<file path="config.mk">
export PLATFORM = sky130hd
export DESIGN_NAME = aspo_top
export DESIGN_NICKNAME = d
export VERILOG_FILES = /design/src/rtl/aspo_pkg.sv /design/src/rtl/aspo_sync.sv /design/src/rtl/aspo_apb_regs.sv /design/src/rtl/aspo_top.sv
export SDC_FILE = /design/constraint.sdc
export NUM_CORES = 1
export LEC_CHECK = 0
export ABC_AREA = 1
export BUFFER_PORTS_ARGS = -buffer_cell sky130_fd_sc_hd__clkbuf_2
export CAP_MARGIN = 0
export CORE_MARGIN = 3
export CORE_UTILIZATION = 39
export DETAILED_ROUTE_END_ITERATION = 16
export RECOVER_POWER = 25
export SETUP_SLACK_MARGIN = 0.1
export SLEW_MARGIN = 20
export SYNTH_ARGS = -nofsm -noshare
export SYNTH_HDL_FRONTEND = slang
export SYNTH_HIERARCHICAL = 1
export SYNTH_SLANG_ARGS = --single-unit
</file>
<file path="constraint.sdc">
create_clock -name clk_i -period 3.3 [get_ports clk_i]
set_input_delay 0.33 -clock clk_i [delete_from_list [all_inputs] [get_ports clk_i]]
set_output_delay 0.33 -clock clk_i [all_outputs]
set_load 0.05 [all_outputs]
</file>
<file path="src/rtl/aspo_pkg.sv">
// shared constants and types for the converter output port
package aspo_pkg;
    localparam int WORD = 16;
    localparam int CLK_HZ = 20_000_000;
    // read-overrun flag pulse width, in ns and in clk cycles (rounded up)
    localparam int OVR_PULSE_NS = 100;
    localparam int OVR_PULSE_CYC = (OVR_PULSE_NS * (CLK_HZ / 1_000_000) + 999) / 1000;
    localparam logic [7:0] DIV_RST = 8'h04;
    // apb byte offsets
    localparam logic [7:0] REG_CTRL = 8'h00;
    localparam logic [7:0] REG_STAT = 8'h04;
    localparam logic [7:0] REG_RESULT = 8'h08;
    // field positions
    localparam int CTRL_DIV_LSB = 0;
    localparam int STAT_BUSY = 0;
    localparam int STAT_SHIFT = 1;
    localparam int STAT_OVR_LSB = 8;
    localparam int RESULT_LSB = 0;
    // shared pin indices on the 12-bit low data bus
    localparam int PIN_CLKSRC = 4;
    localparam int PIN_SYNCPOL = 5;
    localparam int PIN_SCKINV = 6;
    localparam int PIN_RDC = 7;
    localparam int PIN_SDO = 8;
    localparam int PIN_SCLK = 9;
    localparam int PIN_FRAME = 10;
    localparam int PIN_OVR = 11;
    localparam int LOW_PINS = 12;
    typedef enum logic [1:0] {
        SS_IDLE  = 2'h0,
        SS_HOLD  = 2'h1,
        SS_SHIFT = 2'h3
    } aspo_ser_state_t;
endpackage

</file>
<file path="src/rtl/aspo_sync.sv">
// two-flop synchroniser for a vector of asynchronous levels
`timescale 1ns/1ns
module aspo_sync #(
    parameter int W = 1
) (
    input  wire logic         clk_i,
    input  wire logic         arst_n_i,
    input  wire logic [W-1:0] d_i,
    output logic      [W-1:0] q_o
);
    logic [W-1:0] meta_q;
    logic [W-1:0] sync_q;

    always_ff @(posedge clk_i or negedge arst_n_i) begin
        if (!arst_n_i) begin
            meta_q <= '0;
            sync_q <= '0;
        end else begin
            meta_q <= d_i;
            sync_q <= meta_q;
        end
    end

    assign q_o = sync_q;
endmodule

</file>
<file path="src/rtl/aspo_apb_regs.sv">
// apb register slave: clock divider control, status and result readback
`timescale 1ns/1ns
module aspo_apb_regs (
    input  wire logic                   clk_i,
    input  wire logic                   arst_n_i,
    input  wire logic [7:0]             paddr,
    input  wire logic                   psel,
    input  wire logic                   penable,
    input  wire logic                   pwrite,
    input  wire logic [31:0]            pwdata,
    output logic      [31:0]            prdata,
    output logic                        pready,
    output logic                        pslverr,
    output logic      [7:0]             div_o,
    input  wire logic                   busy_i,
    input  wire logic                   shift_i,
    input  wire logic [7:0]             ovr_cnt_i,
    input  wire logic [aspo_pkg::WORD-1:0] result_i
);
    import aspo_pkg::*;

    logic [7:0]  div_q;
    logic [7:0]  div_d;
    logic [31:0] rdata_q;
    logic [31:0] rdata_d;
    logic        hit;

    always_comb begin
        hit = (paddr == REG_CTRL) || (paddr == REG_STAT) || (paddr == REG_RESULT);
        div_d = div_q;
        rdata_d = rdata_q;
        // write takes effect in the access phase
        if (psel && penable && pwrite && paddr == REG_CTRL) begin
            div_d = pwdata[CTRL_DIV_LSB +: 8];
        end
        // read data captured in the setup phase
        if (psel && !penable) begin
            rdata_d = 32'h0;
            case (paddr)
                REG_CTRL: begin
                    rdata_d[CTRL_DIV_LSB +: 8] = div_q;
                end
                REG_STAT: begin
                    rdata_d[STAT_BUSY] = busy_i;
                    rdata_d[STAT_SHIFT] = shift_i;
                    rdata_d[STAT_OVR_LSB +: 8] = ovr_cnt_i;
                end
                REG_RESULT: begin
                    rdata_d[RESULT_LSB +: WORD] = result_i;
                end
                default: begin
                    rdata_d = 32'h0;
                end
            endcase
        end
    end

    always_ff @(posedge clk_i or negedge arst_n_i) begin
        if (!arst_n_i) begin
            div_q <= DIV_RST;
            rdata_q <= 32'h0;
        end else begin
            div_q <= div_d;
            rdata_q <= rdata_d;
        end
    end

    assign prdata = rdata_q;
    assign pready = 1'b1;
    assign pslverr = psel && penable && !hit;
    assign div_o = div_q;
endmodule

</file>
<file path="src/rtl/aspo_top.sv">
// converter result output port: parallel bus and serial master/slave
// How it works
// RULE_01: parallel mode drives result bits on shared pins
// RULE_02: bits 12 to 15 always driven
// RULE_03: serial mode puts result on bit-8 pin
// RULE_04: chain input appears after 16 clocks
// RULE_05: read mode picks during or after conversion
// RULE_06: result shifted out msb first
// RULE_07: serial word coding follows coding pin
// RULE_08: internal clock: bit stable over both edges
// RULE_09: external clock, no invert: change on rise
// RULE_10: external clock, invert: change on fall
// RULE_11: clock pin output internal, input external
// RULE_12: frame marker only with internal clock
// RULE_13: polarity low: marker high during data
// RULE_14: polarity high: marker low during data
// RULE_15: slave overrun drops data, pulses flag
// RULE_16: coding low inverts msb for twos complement
// RULE_17: clock source low internal, high external
// RULE_18: busy from start until result latched
// RULE_19: chip-select and read low enable output
// RULE_20: host clocks sixteen bits per result
`timescale 1ns/1ns
module aspo_top (
    input  wire logic                      clk_i,
    input  wire logic                      arst_n_i,
    input  wire logic [7:0]                paddr,
    input  wire logic                      psel,
    input  wire logic                      penable,
    input  wire logic                      pwrite,
    input  wire logic [31:0]               pwdata,
    output logic      [31:0]               prdata,
    output logic                           pready,
    output logic                           pslverr,
    input  wire logic                      cnv_start_i,
    input  wire logic                      cnv_done_i,
    input  wire logic [aspo_pkg::WORD-1:0] cnv_data_i,
    input  wire logic                      reset_pin_i,
    input  wire logic                      port_type_select_i,
    input  wire logic                      output_coding_select_i,
    input  wire logic                      cs_n_i,
    input  wire logic                      rd_n_i,
    input  wire logic [aspo_pkg::LOW_PINS-1:0] d_i,
    output logic      [aspo_pkg::LOW_PINS-1:0] d_o,
    output logic      [aspo_pkg::LOW_PINS-1:0] d_oe_n_o,
    output logic      [3:0]                d_hi_o,
    output logic                           busy_o
);
    import aspo_pkg::*;

    function automatic logic [WORD-1:0] code_word(input logic [WORD-1:0] raw, input logic straight);
        code_word = raw;
        code_word[WORD-1] = raw[WORD-1] ^ ~straight; // RULE_16
    endfunction

    // synchronised pin levels
    logic [9:0] pins_s;
    logic       rst_pin;
    logic       serial_mode;
    logic       coding_straight;
    logic       cs_n_s;
    logic       rd_n_s;
    logic       sclk_in;
    logic       read_mode;
    logic       sck_inv;
    logic       sync_pol;
    logic       ext_clk;

    aspo_sync #(.W(10)) u_sync (
        .clk_i    (clk_i),
        .arst_n_i (arst_n_i),
        .d_i      ({reset_pin_i, port_type_select_i, output_coding_select_i, cs_n_i, rd_n_i,
                    d_i[PIN_SCLK], d_i[PIN_RDC], d_i[PIN_SCKINV], d_i[PIN_SYNCPOL], d_i[PIN_CLKSRC]}),
        .q_o      (pins_s)
    );

    assign rst_pin = pins_s[9];
    assign serial_mode = pins_s[8];
    assign coding_straight = pins_s[7];
    assign cs_n_s = pins_s[6];
    assign rd_n_s = pins_s[5];
    assign sclk_in = pins_s[4];
    assign read_mode = pins_s[3];
    assign sck_inv = pins_s[2];
    assign sync_pol = pins_s[1];
    assign ext_clk = pins_s[0];

    // register slave
    logic [7:0] div;
    logic [7:0] ovr_cnt_q, ovr_cnt_d;
    logic [WORD-1:0] par_q, par_d;
    logic busy_q, busy_d;
    aspo_ser_state_t st_q, st_d;

    aspo_apb_regs u_regs (
        .clk_i     (clk_i),
        .arst_n_i  (arst_n_i),
        .paddr     (paddr),
        .psel      (psel),
        .penable   (penable),
        .pwrite    (pwrite),
        .pwdata    (pwdata),
        .prdata    (prdata),
        .pready    (pready),
        .pslverr   (pslverr),
        .div_o     (div),
        .busy_i    (busy_q),
        .shift_i   (st_q == SS_SHIFT),
        .ovr_cnt_i (ovr_cnt_q),
        .result_i  (par_q)
    );

    // serial state
    logic [WORD-1:0] sreg_q, sreg_d;
    logic [7:0] tick_q, tick_d;
    logic [1:0] qtr_q, qtr_d;
    logic [3:0] bit_q, bit_d;
    logic [7:0] scnt_q, scnt_d;
    logic       sclk_prev_q;
    logic [1:0] ovr_pulse_q, ovr_pulse_d;
    logic [LOW_PINS-1:0] dout_q, dout_d;
    logic [LOW_PINS-1:0] doe_n_q, doe_n_d;
    logic master, slave, out_en, tick, act_edge, reading, sclk_int, frame;
    logic [WORD-1:0] coded;

    always_comb begin
        master = serial_mode && !ext_clk; // RULE_17
        slave = serial_mode && ext_clk;
        out_en = !cs_n_s && !rd_n_s; // RULE_19
        tick = (tick_q == 8'h0);
        // slave active edge, external clock gated by chip-select
        act_edge = slave && !cs_n_s && (sck_inv ? (sclk_prev_q && !sclk_in) // RULE_10
                                                : (!sclk_prev_q && sclk_in)); // RULE_09
        reading = (scnt_q != 8'h0) && (scnt_q < 8'(WORD));
        coded = code_word(cnv_data_i, coding_straight); // RULE_07
        sclk_int = (st_q == SS_SHIFT) && (qtr_q == 2'h1 || qtr_q == 2'h2);
        frame = (st_q == SS_SHIFT) ^ sync_pol; // RULE_13 RULE_14

        busy_d = busy_q;
        par_d = par_q;
        st_d = st_q;
        sreg_d = sreg_q;
        tick_d = tick ? div : tick_q - 8'h1;
        qtr_d = qtr_q;
        bit_d = bit_q;
        scnt_d = scnt_q;
        ovr_pulse_d = (ovr_pulse_q != 2'h0) ? ovr_pulse_q - 2'h1 : 2'h0;
        ovr_cnt_d = ovr_cnt_q;

        if (cnv_start_i) begin
            busy_d = 1'b1; // RULE_18
            if (master && st_q == SS_HOLD) begin
                st_d = SS_SHIFT; // RULE_05
                qtr_d = 2'h0;
                bit_d = 4'h0;
            end
        end

        // master shift: data changes only at quarter 0, clock high in quarters 1-2
        if (st_q == SS_SHIFT && tick) begin
            qtr_d = qtr_q + 2'h1;
            if (qtr_q == 2'h3) begin
                sreg_d = {sreg_q[WORD-2:0], 1'b0}; // RULE_06 RULE_08
                if (bit_q == 4'(WORD - 1)) begin
                    st_d = SS_IDLE;
                end else begin
                    bit_d = bit_q + 4'h1;
                end
            end
        end

        if (act_edge) begin
            sreg_d = {sreg_q[WORD-2:0], read_mode}; // RULE_04
            scnt_d = (scnt_q == 8'hff) ? scnt_q : scnt_q + 8'h1;
        end

        if (cnv_done_i) begin
            busy_d = 1'b0; // RULE_18
            par_d = coded;
            sreg_d = coded;
            scnt_d = 8'h0;
            if (slave && reading) begin
                ovr_pulse_d = 2'(OVR_PULSE_CYC); // RULE_15
                ovr_cnt_d = ovr_cnt_q + 8'h1;
            end
            if (master) begin
                st_d = read_mode ? SS_HOLD : SS_SHIFT; // RULE_05
                qtr_d = 2'h0;
                bit_d = 4'h0;
            end else begin
                st_d = SS_IDLE;
            end
        end

        if (rst_pin) begin
            busy_d = 1'b0;
            st_d = SS_IDLE;
            scnt_d = 8'h0;
            ovr_pulse_d = 2'h0;
        end

        // pin drivers
        dout_d = '0;
        doe_n_d = '1;
        if (!serial_mode) begin
            dout_d = par_q[LOW_PINS-1:0]; // RULE_01
            doe_n_d = {LOW_PINS{!out_en}};
        end else begin
            dout_d[PIN_SDO] = sreg_q[WORD-1]; // RULE_03
            dout_d[PIN_SCLK] = sclk_int ^ sck_inv;
            dout_d[PIN_FRAME] = master ? frame : sync_pol; // RULE_12
            dout_d[PIN_OVR] = (ovr_pulse_q != 2'h0);
            doe_n_d[PIN_SDO] = !out_en;
            doe_n_d[PIN_SCLK] = !(out_en && master); // RULE_11
            doe_n_d[PIN_FRAME] = !out_en;
            doe_n_d[PIN_OVR] = !out_en;
        end
    end

    always_ff @(posedge clk_i or negedge arst_n_i) begin
        if (!arst_n_i) begin
            busy_q <= 1'b0;
            par_q <= '0;
            st_q <= SS_IDLE;
            sreg_q <= '0;
            tick_q <= 8'h0;
            qtr_q <= 2'h0;
            bit_q <= 4'h0;
            scnt_q <= 8'h0;
            sclk_prev_q <= 1'b0;
            ovr_pulse_q <= 2'h0;
            ovr_cnt_q <= 8'h0;
            dout_q <= '0;
            doe_n_q <= '1;
        end else begin
            busy_q <= busy_d;
            par_q <= par_d;
            st_q <= st_d;
            sreg_q <= sreg_d;
            tick_q <= tick_d;
            qtr_q <= qtr_d;
            bit_q <= bit_d;
            scnt_q <= scnt_d;
            sclk_prev_q <= sclk_in;
            ovr_pulse_q <= ovr_pulse_d;
            ovr_cnt_q <= ovr_cnt_d;
            dout_q <= dout_d;
            doe_n_q <= doe_n_d;
        end
    end

    assign d_o = dout_q;
    assign d_oe_n_o = doe_n_q;
    assign d_hi_o = par_q[WORD-1:LOW_PINS]; // RULE_02
    assign busy_o = busy_q;
endmodule

</file>
* Yosys cells after proc, flatten, opt, wreduce, memory -nomap -nowiden
Cells that the tools add are included.
** Storage, ports and cells
- Input bits :: 80
- Register bits after elaboration :: 135
- Output and inout bits :: 63
- Logic and storage cells :: 125
** Operators by class
- Muxes and demuxes :: 46
- Reduce and logical (&&, ||, !) cells :: 41
- Add/sub/neg operators :: 6
- Equality and inequality tests :: 10
- Order comparisons :: 1
- Bitwise gates (word level) :: 4
** Operators by type and width (number)
- 2-to-1 mux 16 bit :: 4
- 2-to-1 mux 8 bit :: 7
- 2-to-1 mux 2 bit :: 19
- 2-to-1 mux 4 bit :: 8
- logical AND 1 bit :: 18
- adder 8 x 1 -> 8 bit (second input constant) :: 2
- zero test 8 bit :: 2
- case mux 8 bit (2 select lines) :: 1
- case mux 6 bit (2 select lines) :: 1
- nonzero test 3 bit :: 4
- zero test 1 bit :: 9
- equality test 8 x 3 -> 1 bit (second input constant) :: 1
- equality test 8 x 4 -> 1 bit (second input constant) :: 1
- equality test 8 bit (second input constant) :: 1
- less-than comparator 8 x 5 -> 1 bit (second input constant) :: 1
- nonzero test 8 bit :: 1
- subtractor 8 x 1 -> 8 bit (second input constant) :: 1
- equality test 2 bit (second input constant) :: 3
- case mux 2 bit (3 select lines) :: 1
- AND reduction 2 bit :: 3
- 2-to-1 mux 1 bit :: 5
- adder 4 x 1 -> 4 bit (second input constant) :: 1
- equality test 2 x 1 -> 1 bit (second input constant) :: 2
- equality test 4 bit (second input constant) :: 1
- other kinds (7) :: 11

* Logic depth before layout (Yosys ltp)
Gate-level depths: netlist of run 1.
- Depth after elaboration :: 10
- Depth in mapped cells :: 12
- Depth with buffers taken out :: 10

* Cells and area by module
The synthesis of run 1 kept the hierarchy.
** Modules (own cells, without submodules)
- aspo_top :: cells each 491, area each 4070.2 µm², sequential area each 2080.7 µm², times used 1
- aspo_apb_regs :: cells each 187, area each 1448.9 µm², sequential area each 601.8 µm², times used 1
- aspo_sync :: cells each 20, area each 500.5 µm², sequential area each 500.5 µm², times used 1

* Worst setup path before layout of run 1
OpenSTA, ideal clock, no wires.
- Path kind :: input to output
- Start :: in paddr[7]
- End :: out pslverr
- Path buffers :: 1
- Required time :: 2970 ps
- Data arrival time :: 1164 ps
- Stages on the path :: 7
- Slack :: 1806 ps
- Cell sequence :: nor2_2 nand2_2 inv_2 buf_4 o211ai_1 nand2_1 inv_1
** Between the ends
- Longest elaborated chain between the ends :: 5
- Elaborated cells on any way between the ends :: 7
- Classes of those cells :: eq/ne (2); reduce/logical (5)
** Ends and longest elaborated chain
- start, declared :: RTL line aspo_top.sv:27 : input wire logic [7:0] paddr,
- equality test 8 x 3 -> 1 bit or zero test 8 bit (tied branches) :: RTL line aspo_apb_regs.sv:29 : hit = (paddr == REG_CTRL) || (paddr == REG_STAT) || (paddr == REG_RESULT);
- logical OR 1 bit :: RTL line aspo_apb_regs.sv:29
- logical OR 1 bit (*) :: RTL line aspo_apb_regs.sv:29
- zero test 1 bit (*) :: RTL line aspo_apb_regs.sv:70 : assign pslverr = psel && penable && !hit;
- logical AND 1 bit (*) :: RTL line aspo_apb_regs.sv:70
- end, declared :: RTL line aspo_top.sv:34 : output logic pslverr,
Mark *: on every way between the ends. The rest lies on a longest branch, timed or not.

* Worst setup path in the final report of run 1
- Start :: reg u_sync.sync_q[8] (netlist: u_sync/q_o[8])
- End :: reg sreg_q[8]
** Between the ends
- Longest elaborated chain between the ends :: 5
- Elaborated cells on any way between the ends :: 8
- Classes of those cells :: mux (2); reduce/logical (6)
** Ends and longest elaborated chain
- start, declared :: RTL line aspo_sync.sv:12 : logic [W-1:0] sync_q;
- start signal, assigned :: RTL line aspo_sync.sv:20 : sync_q <= meta_q;
- logical AND 1 bit (*) :: RTL line aspo_top.sv:128 : slave = serial_mode && ext_clk;
- logical AND 1 bit (*) (2 in a row) :: RTL line aspo_top.sv:132 : act_edge = slave && !cs_n_s && (sck_inv ? (sclk_prev_q && !sclk_in)
- nonzero test 3 bit (no line) or 2-to-1 mux 16 bit (tied branches)
- AND reduction 2 bit (no line) or 2-to-1 mux 16 bit (tied branches)
- end signal, assigned :: RTL line aspo_top.sv:239 : sreg_q <= sreg_d;
- end, declared :: RTL line aspo_top.sv:114 : logic [WORD-1:0] sreg_q, sreg_d;
Marked as above.
A chain may end at the register's enable or synchronous reset.

==> results of run 1 <==
-- stage by stage --
stage          instances  hold slack [ps]
6_report             989             25.1
5_1_grt              989             5.50
4_1_cts              989            0.947
3_5_place_dp         948              336
3_3_place_gp         948              332
2_1_floorplan        713             34.4
-- worst max-delay path, delay by kind of cell (launching register included) --
kind	cells	cell delay, ps
DFF	1	680
buffers and inverters	1	60
AOI/OAI and AO/OA	1	140
and+or+nand+nor	5	780
-- layout make-up --
class,instances,share of cell area [%]
multi-input combinational,454,31.0
clock inverter,8,1.75
sequential,127,44.2
inverter,84,4.37
clock buffer,24,7.10
tap,184,3.19
timing repair buffer,108,8.47
-- cell families after synthesis --
group                      Yosys count  synth area share, %
other                                2                0.125
and+or+nand+nor                    332                 24.5
DFF                                127                 52.9
buffers and inverters              132                 11.0
AOI/OAI and AO/OA                   84                 8.00
xor gates and xnor gates            14                 2.04
adders and majority gates            7                 1.45
-- layer usage --
metal / GRT usage (%) / share of wire [%] / up-vias
met1: 22.8 / 47 / 2246
met5: 0 / 0 / -
met2: 25.7 / 46 / 136
met4: 6.48 / 1.8 / 0
li1: - / - / 2338
met3: 4.87 / 5.5 / 19
-- layout by cell type (no fill, tap or decap), types with 6 or more instances in the layout --
master	netlist	layout
nand2_1	197	197
dfrtp_1	123	123
clkbuf_2	0	94
inv_1	73	73
nand3_1	49	49
o21ai_0	43	43
nor2_1	37	37
a21oi_1	17	17
clkbuf_16	0	17
conb_1	2	17
nand4_1	13	13
o21ai_2	13	13
inv_2	11	11
nand2_2	11	11
dlygate4sd3_1	0	9
nor2_2	7	7
xor2_1	7	7
xnor2_1	7	7
ha_1	7	7
clkbuf_8	0	6
-- power breakdown --
| part | switching [W] | total [W] | internal, W |
|---|---|---|---|
| Clock | 0.000652 | 0.00196 | 0.00131 |
| Combinational | 0.000442 | 0.000619 | 0.000177 |
| Sequential | 0.0000886 | 0.00178 | 0.00170 |
| Total | 0.00118 | 0.00436 | 0.00318 |
-- flip-flops by register name, indices dropped and copies added, names as in the netlist, 2 cells and up --
name / cells
par_q: 16
sreg_q: 16
u_regs/prdata: 16
d_o: 12
u_sync/meta_q: 10
u_sync/q_o: 10
ovr_cnt_q: 8
scnt_q: 8
tick_q: 8
u_regs/div_o: 8
bit_q: 4
d_oe_n_o: 3
ovr_pulse_q: 2
qtr_q: 2
st_q: 2
-- timing repair --
action                                 4_1_cts  5_1_grt
setup buffers                                0        0
endpoints found under the hold margin        9        0
hold buffers                                 9        0
resized for setup                            0        0
-- worst max path at each step --
stage | from | end | depth (start not counted)
after CTS | u_sync/q_o[8] | sreg_q[6] | 7
after floorplan | paddr[7] | pslverr | 7
after global placement | u_sync/q_o[8] | sreg_q[9] | 7
after detailed placement | u_sync/q_o[8] | sreg_q[8] | 7
final | u_sync/q_o[8] | sreg_q[8] | 7
after global routing | u_sync/q_o[8] | sreg_q[6] | 7
==> results_dict.tcl, run 1 <==
set metrics [dict create \
    cellLeakagePower_nw 3.78 \
    regArea_um2 3180 \
    wire_per_inst_um 13.5 \
    fill_cells 1408 \
    yosys.area.top_type "dfrtp_1" \
    cts-htree-levels 4 \
    worstSetupPathType "reg2reg" \
    synth_cell_types 39 \
    synth_ff_type "dfrtp_1" \
    post-layout-total-power_w 0.00436 \
    r2r_start "u_sync/q_o[8]" \
    finalCritPeriodShare_pct 55.0 \
    grt_pass1_wl_mm 22.4 \
    gp_congestion 0.836 \
    skew_ps 6.76 \
    crit_fanout 29 \
    rsz0062_at_grt "false" \
    finalWirelength_mm 13.4 \
    dieArea_um2 17000 \
    synth_enable_flop_cells 0 \
    min_path_type "in2reg" \
    cpMaxStageDelayCell "dfrtp_1" \
    outcome "completed" \
    synthTopCellsByCount "197 x nand2_1, 123 x dfrtp_1, 73 x inv_1" \
    synth.yosys.seq_area_share_pct 52.9 \
    power_density_nw_per_um2 605 \
    vias 4739 \
    min_from "d_i[7]" \
    port_buffers 94 \
    clkSinkCount 127 \
    final_util_pct 48.7 \
    dr.pass1.iters 5 \
    ant_nets 0 \
    track_usage_pct 16.8 \
    cts_tree "done" \
    drive_above_1_share_pct 23.0 \
    die_x_um 130 \
    async_flop_share_pct 100 \
    multi_input_area_um2 2230 \
    grt_pass1_vias 4673 \
    place_hpwl_mm 9.84 \
    post_dp_cell_area_um2 6480 \
    clk_pin_slew_ps 50 \
    worstSetupEndpointType "register" \
    core_um2 14800 \
    max_slew_margin_pct 2.99 \
    insertedDiodeCount 0 \
    via_per_inst 4.79 \
    yosys.cell_count.top_type "nand2_1" \
    cp_slowest_stage_delay_ps 680 \
    drt_iter0_markers 348 \
    cts_buffers 17 \
    arrival_ps 2090 \
    tns_ps 0 \
    clk_latency_ps 410 \
    syn_area_um2 6020 \
    cp-start-kind "register" \
    worstMarginPinSlew_ps 1460 \
    reg2reg_to "sreg_q[8]" \
    slew_violations 0 \
    final.setup.worst_slack_ps 1490 \
    row_count 44 \
    ys_top_cells_by_area "dfrtp_1 51%, nand2_1 12%, inv_1 4.6%, buf_4 4.4%, nand3_1 4.1%" \
    worstPathRequired_ps 3580 \
    reg2reg_depth 7 \
    grt_max_degree 59 \
    max_freq_mhz 551 \
    postSynthCellCount 698 \
    whs_path_depth 1 \
    antenna_found_initial 0 \
    reg2reg_slack_ps 1490 \
    synthToLayoutAreaGrowth_pct 19.8 \
    overflow 0 \
    fin_area_um2 7210 \
    setup_viol 0 \
    ys_seq_elements 127 \
    start_util_pct 40.6 \
    synth_top_area_share_pct 51.1 \
    die_y_um 130 \
    min_to "u_sync/meta_q[3]" \
    finalNetCount 879 \
    io_pins 143 \
    yosys_warnings 6 \
    irDropWorstVdd_v 0.000408 \
    drc_errors 0 \
    period_needed_ps 1810 \
    dp_slack_ps 1440 \
    clockBufferDepth 2 \
    syn_avg_cell_area_um2 8.62 \
    drv_cap 0 \
    crit_chain "nand2_2 > nor2_1 > nand3_1 > nand2_1 > inv_2 > nand2_4 > o21ai_0" \
    hold_viol 0 \
    cts-root-buf "clkbuf_16" \
]
Power figures use the tool's default switching activity.
==> run 2: changes to the inputs <==
==> constraint.sdc (replaced) <==
create_clock -name clk_i -period 1.5 [get_ports clk_i]
set_input_delay 0.15 -clock clk_i [delete_from_list [all_inputs] [get_ports clk_i]]
set_output_delay 0.15 -clock clk_i [all_outputs]
set_load 0.05 [all_outputs]
==> run 2 against run 1 <==
Net effect: the run now ends with setup timing left; cell area rose by 10%; sequential share of layout area fell by 4.0 points; final cell count rose by 5.1%; die area did not move; worst hold slack got worse by 21 ps; clock power rose by 110%; sequential power rose by 120%; non-clock buffer count rose by 50; setup slack got worse by 1500 ps; critical endpoint is now d_oe_n_o[4]; highest routed layer unchanged.
==> results_dict.tcl, run 2 (synthesized netlist as in run 1, its figures left out) <==
set metrics [dict create \
    drive_above_1_share_pct 30.1 \
    worstMarginPinSlew_ps 818 \
    cpMaxStageDelayCell "dfstp_2" \
    holdWs_ps 4.27 \
    min_from "cnv_data_i[11]" \
    critical_path_buf_inv_count 1 \
    max_freq_mhz 662 \
    drc_errors 0 \
    antenna_found_initial 0 \
    dp_slack_ps 16.6 \
    final_util_pct 53.6 \
    grt_max_degree 42 \
    drv_cap 0 \
    cts-root-buf "clkbuf_16" \
    via_per_inst 4.72 \
    outcome "complete, but fails checks" \
    finalCritPeriodShare_pct 101 \
    cts_tree "done" \
    rsz0062_at_grt "true" \
    irDropWorstVdd_v 0.000793 \
    place_hpwl_mm 10.3 \
    cellLeakagePower_nw 4.10 \
    cp_slowest_stage_delay_ps 690 \
    clkSinkCount 127 \
    insertedDiodeCount 0 \
    wire_per_inst_um 13.7 \
    fill_cells 1348 \
    clk_latency_ps 420 \
    cp-start-kind "register" \
    post-layout-total-power_w 0.00989 \
    grt_pass1_vias 4782 \
    cts_buffers 17 \
    skew_ps 10.5 \
    r2r_start "tick_q[1]" \
    violations "setup timing" \
    critical-path-top-delay-family "flip-flops" \
    power_density_nw_per_um2 1250 \
    setup_viol 2 \
    crit_start "d_oe_n_o[7]" \
    grt_pass1_wl_mm 23.1 \
    synthToLayoutAreaGrowth_pct 31.9 \
    final.setup.worst_slack_ps -9.64 \
    placed_cells 967 \
    worstSetupPathType "reg2out" \
    finalNetCount 929 \
    io_pins 143 \
    track_usage_pct 17.5 \
    finalWirelength_mm 14.3 \
    overflow 0 \
    core_um2 14800 \
    arrival_ps 1360 \
    drt_iter0_markers 332 \
    worstSetupEndpointType "output port" \
    clockBufferDepth 2 \
    die_y_um 130 \
    row_count 44 \
    hold_viol 0 \
    min_path_type "in2reg" \
    period_needed_ps 1510 \
    dieArea_um2 17000 \
    dr.pass1.iters 5 \
    cts-htree-levels 4 \
    layout_commonest_cell "nand2_1" \
    layout_common_cells "182 x nand2_1, 120 x dfrtp_1, 82 x clkbuf_2, 68 x inv_1, 47 x nand3_1" \
    start_util_pct 40.6 \
    vias 4902 \
    port_buffers 94 \
    clk_pin_slew_ps 60 \
    stdcell_count 1039 \
    crit_chain "clkbuf_8" \
    crit_fanout 8 \
    ant_nets 0 \
    gp_congestion 0.892 \
    max_slew_margin_pct 45.5 \
    die_x_um 130 \
    worstPathRequired_ps 1350 \
    slew_violations 0 \
]
==> run 2: cell types whose count changed in the layout (fill, tap and decap cells not counted), moves of 5 or more <==
cell and delta:
nand2_2 +7, buf_4 +22, buf_8 +5, inv_1 -5
nand2_1 -15, nor2_1 -8, dlygate4sd3_1 +20, clkbuf_2 -12
nand2_4 +7
==> run 2: layout make-up <==
| class | count | area [um2] | share of cell area [%] |
|---|---|---|---|
| clock buffers | 21 | 470 | 5.92 |
| inverters | 84 | 318 | 4.00 |
| multi-input cells | 454 | 2420 | 30.5 |
| clock inverters | 11 | 138 | 1.73 |
| repair buffers | 158 | 1180 | 14.8 |
| flip-flops and latches | 127 | 3190 | 40.1 |
| well taps | 184 | 230 | 2.90 |
==> run 2: report_power, final <==
part           switching, W  internal, W  total [W]
Sequential         0.000210      0.00373    0.00394
Combinational       0.00112     0.000625    0.00175
Clock               0.00148      0.00273    0.00420
==> run 2: worst paths after layout <==
path	end	slack, ps	depth (start not counted)
setup / recovery	d_oe_n_o[4]	-10	1
hold / removal	par_q[11]	4	3
setup reg to reg	bit_q[0]	30	8
hold reg to reg	u_sync/q_o[3]	350	0
max in group asynchronous	par_q[7]	200	3
min in group asynchronous	u_sync/meta_q[7]	360	2
==> run 2: routing by layer <==
metal,global-route usage [%],up-vias,wire length (um)
met1,23.6,2317,6540
met3,4.63,12,740
met5,0,-,0
met4,6.11,0,190
li1,-,2448,-
met2,27.3,125,6790
==> run 2: timing repair <==
| action | 4_1_cts | 5_1_grt |
|---|---|---|
| buffers inserted | 3 | 6 |
| hold buffers | 29 | 0 |
| gates cloned | 2 | 0 |
| resized for setup | 34 | 62 |
| endpoints found under the setup margin | 35 | 47 |
| pin swaps | 7 | 14 |
| hold endpoints to repair | 54 | 0 |
==> run 2: stage by stage <==
stage	instance area [um2]	setup TNS, ps
2_1_floorplan	6080	0
3_3_place_gp	6680	0
3_5_place_dp	6680	0
4_1_cts	7730	0
5_1_grt	7940	-628
6_report	7940	-18.0
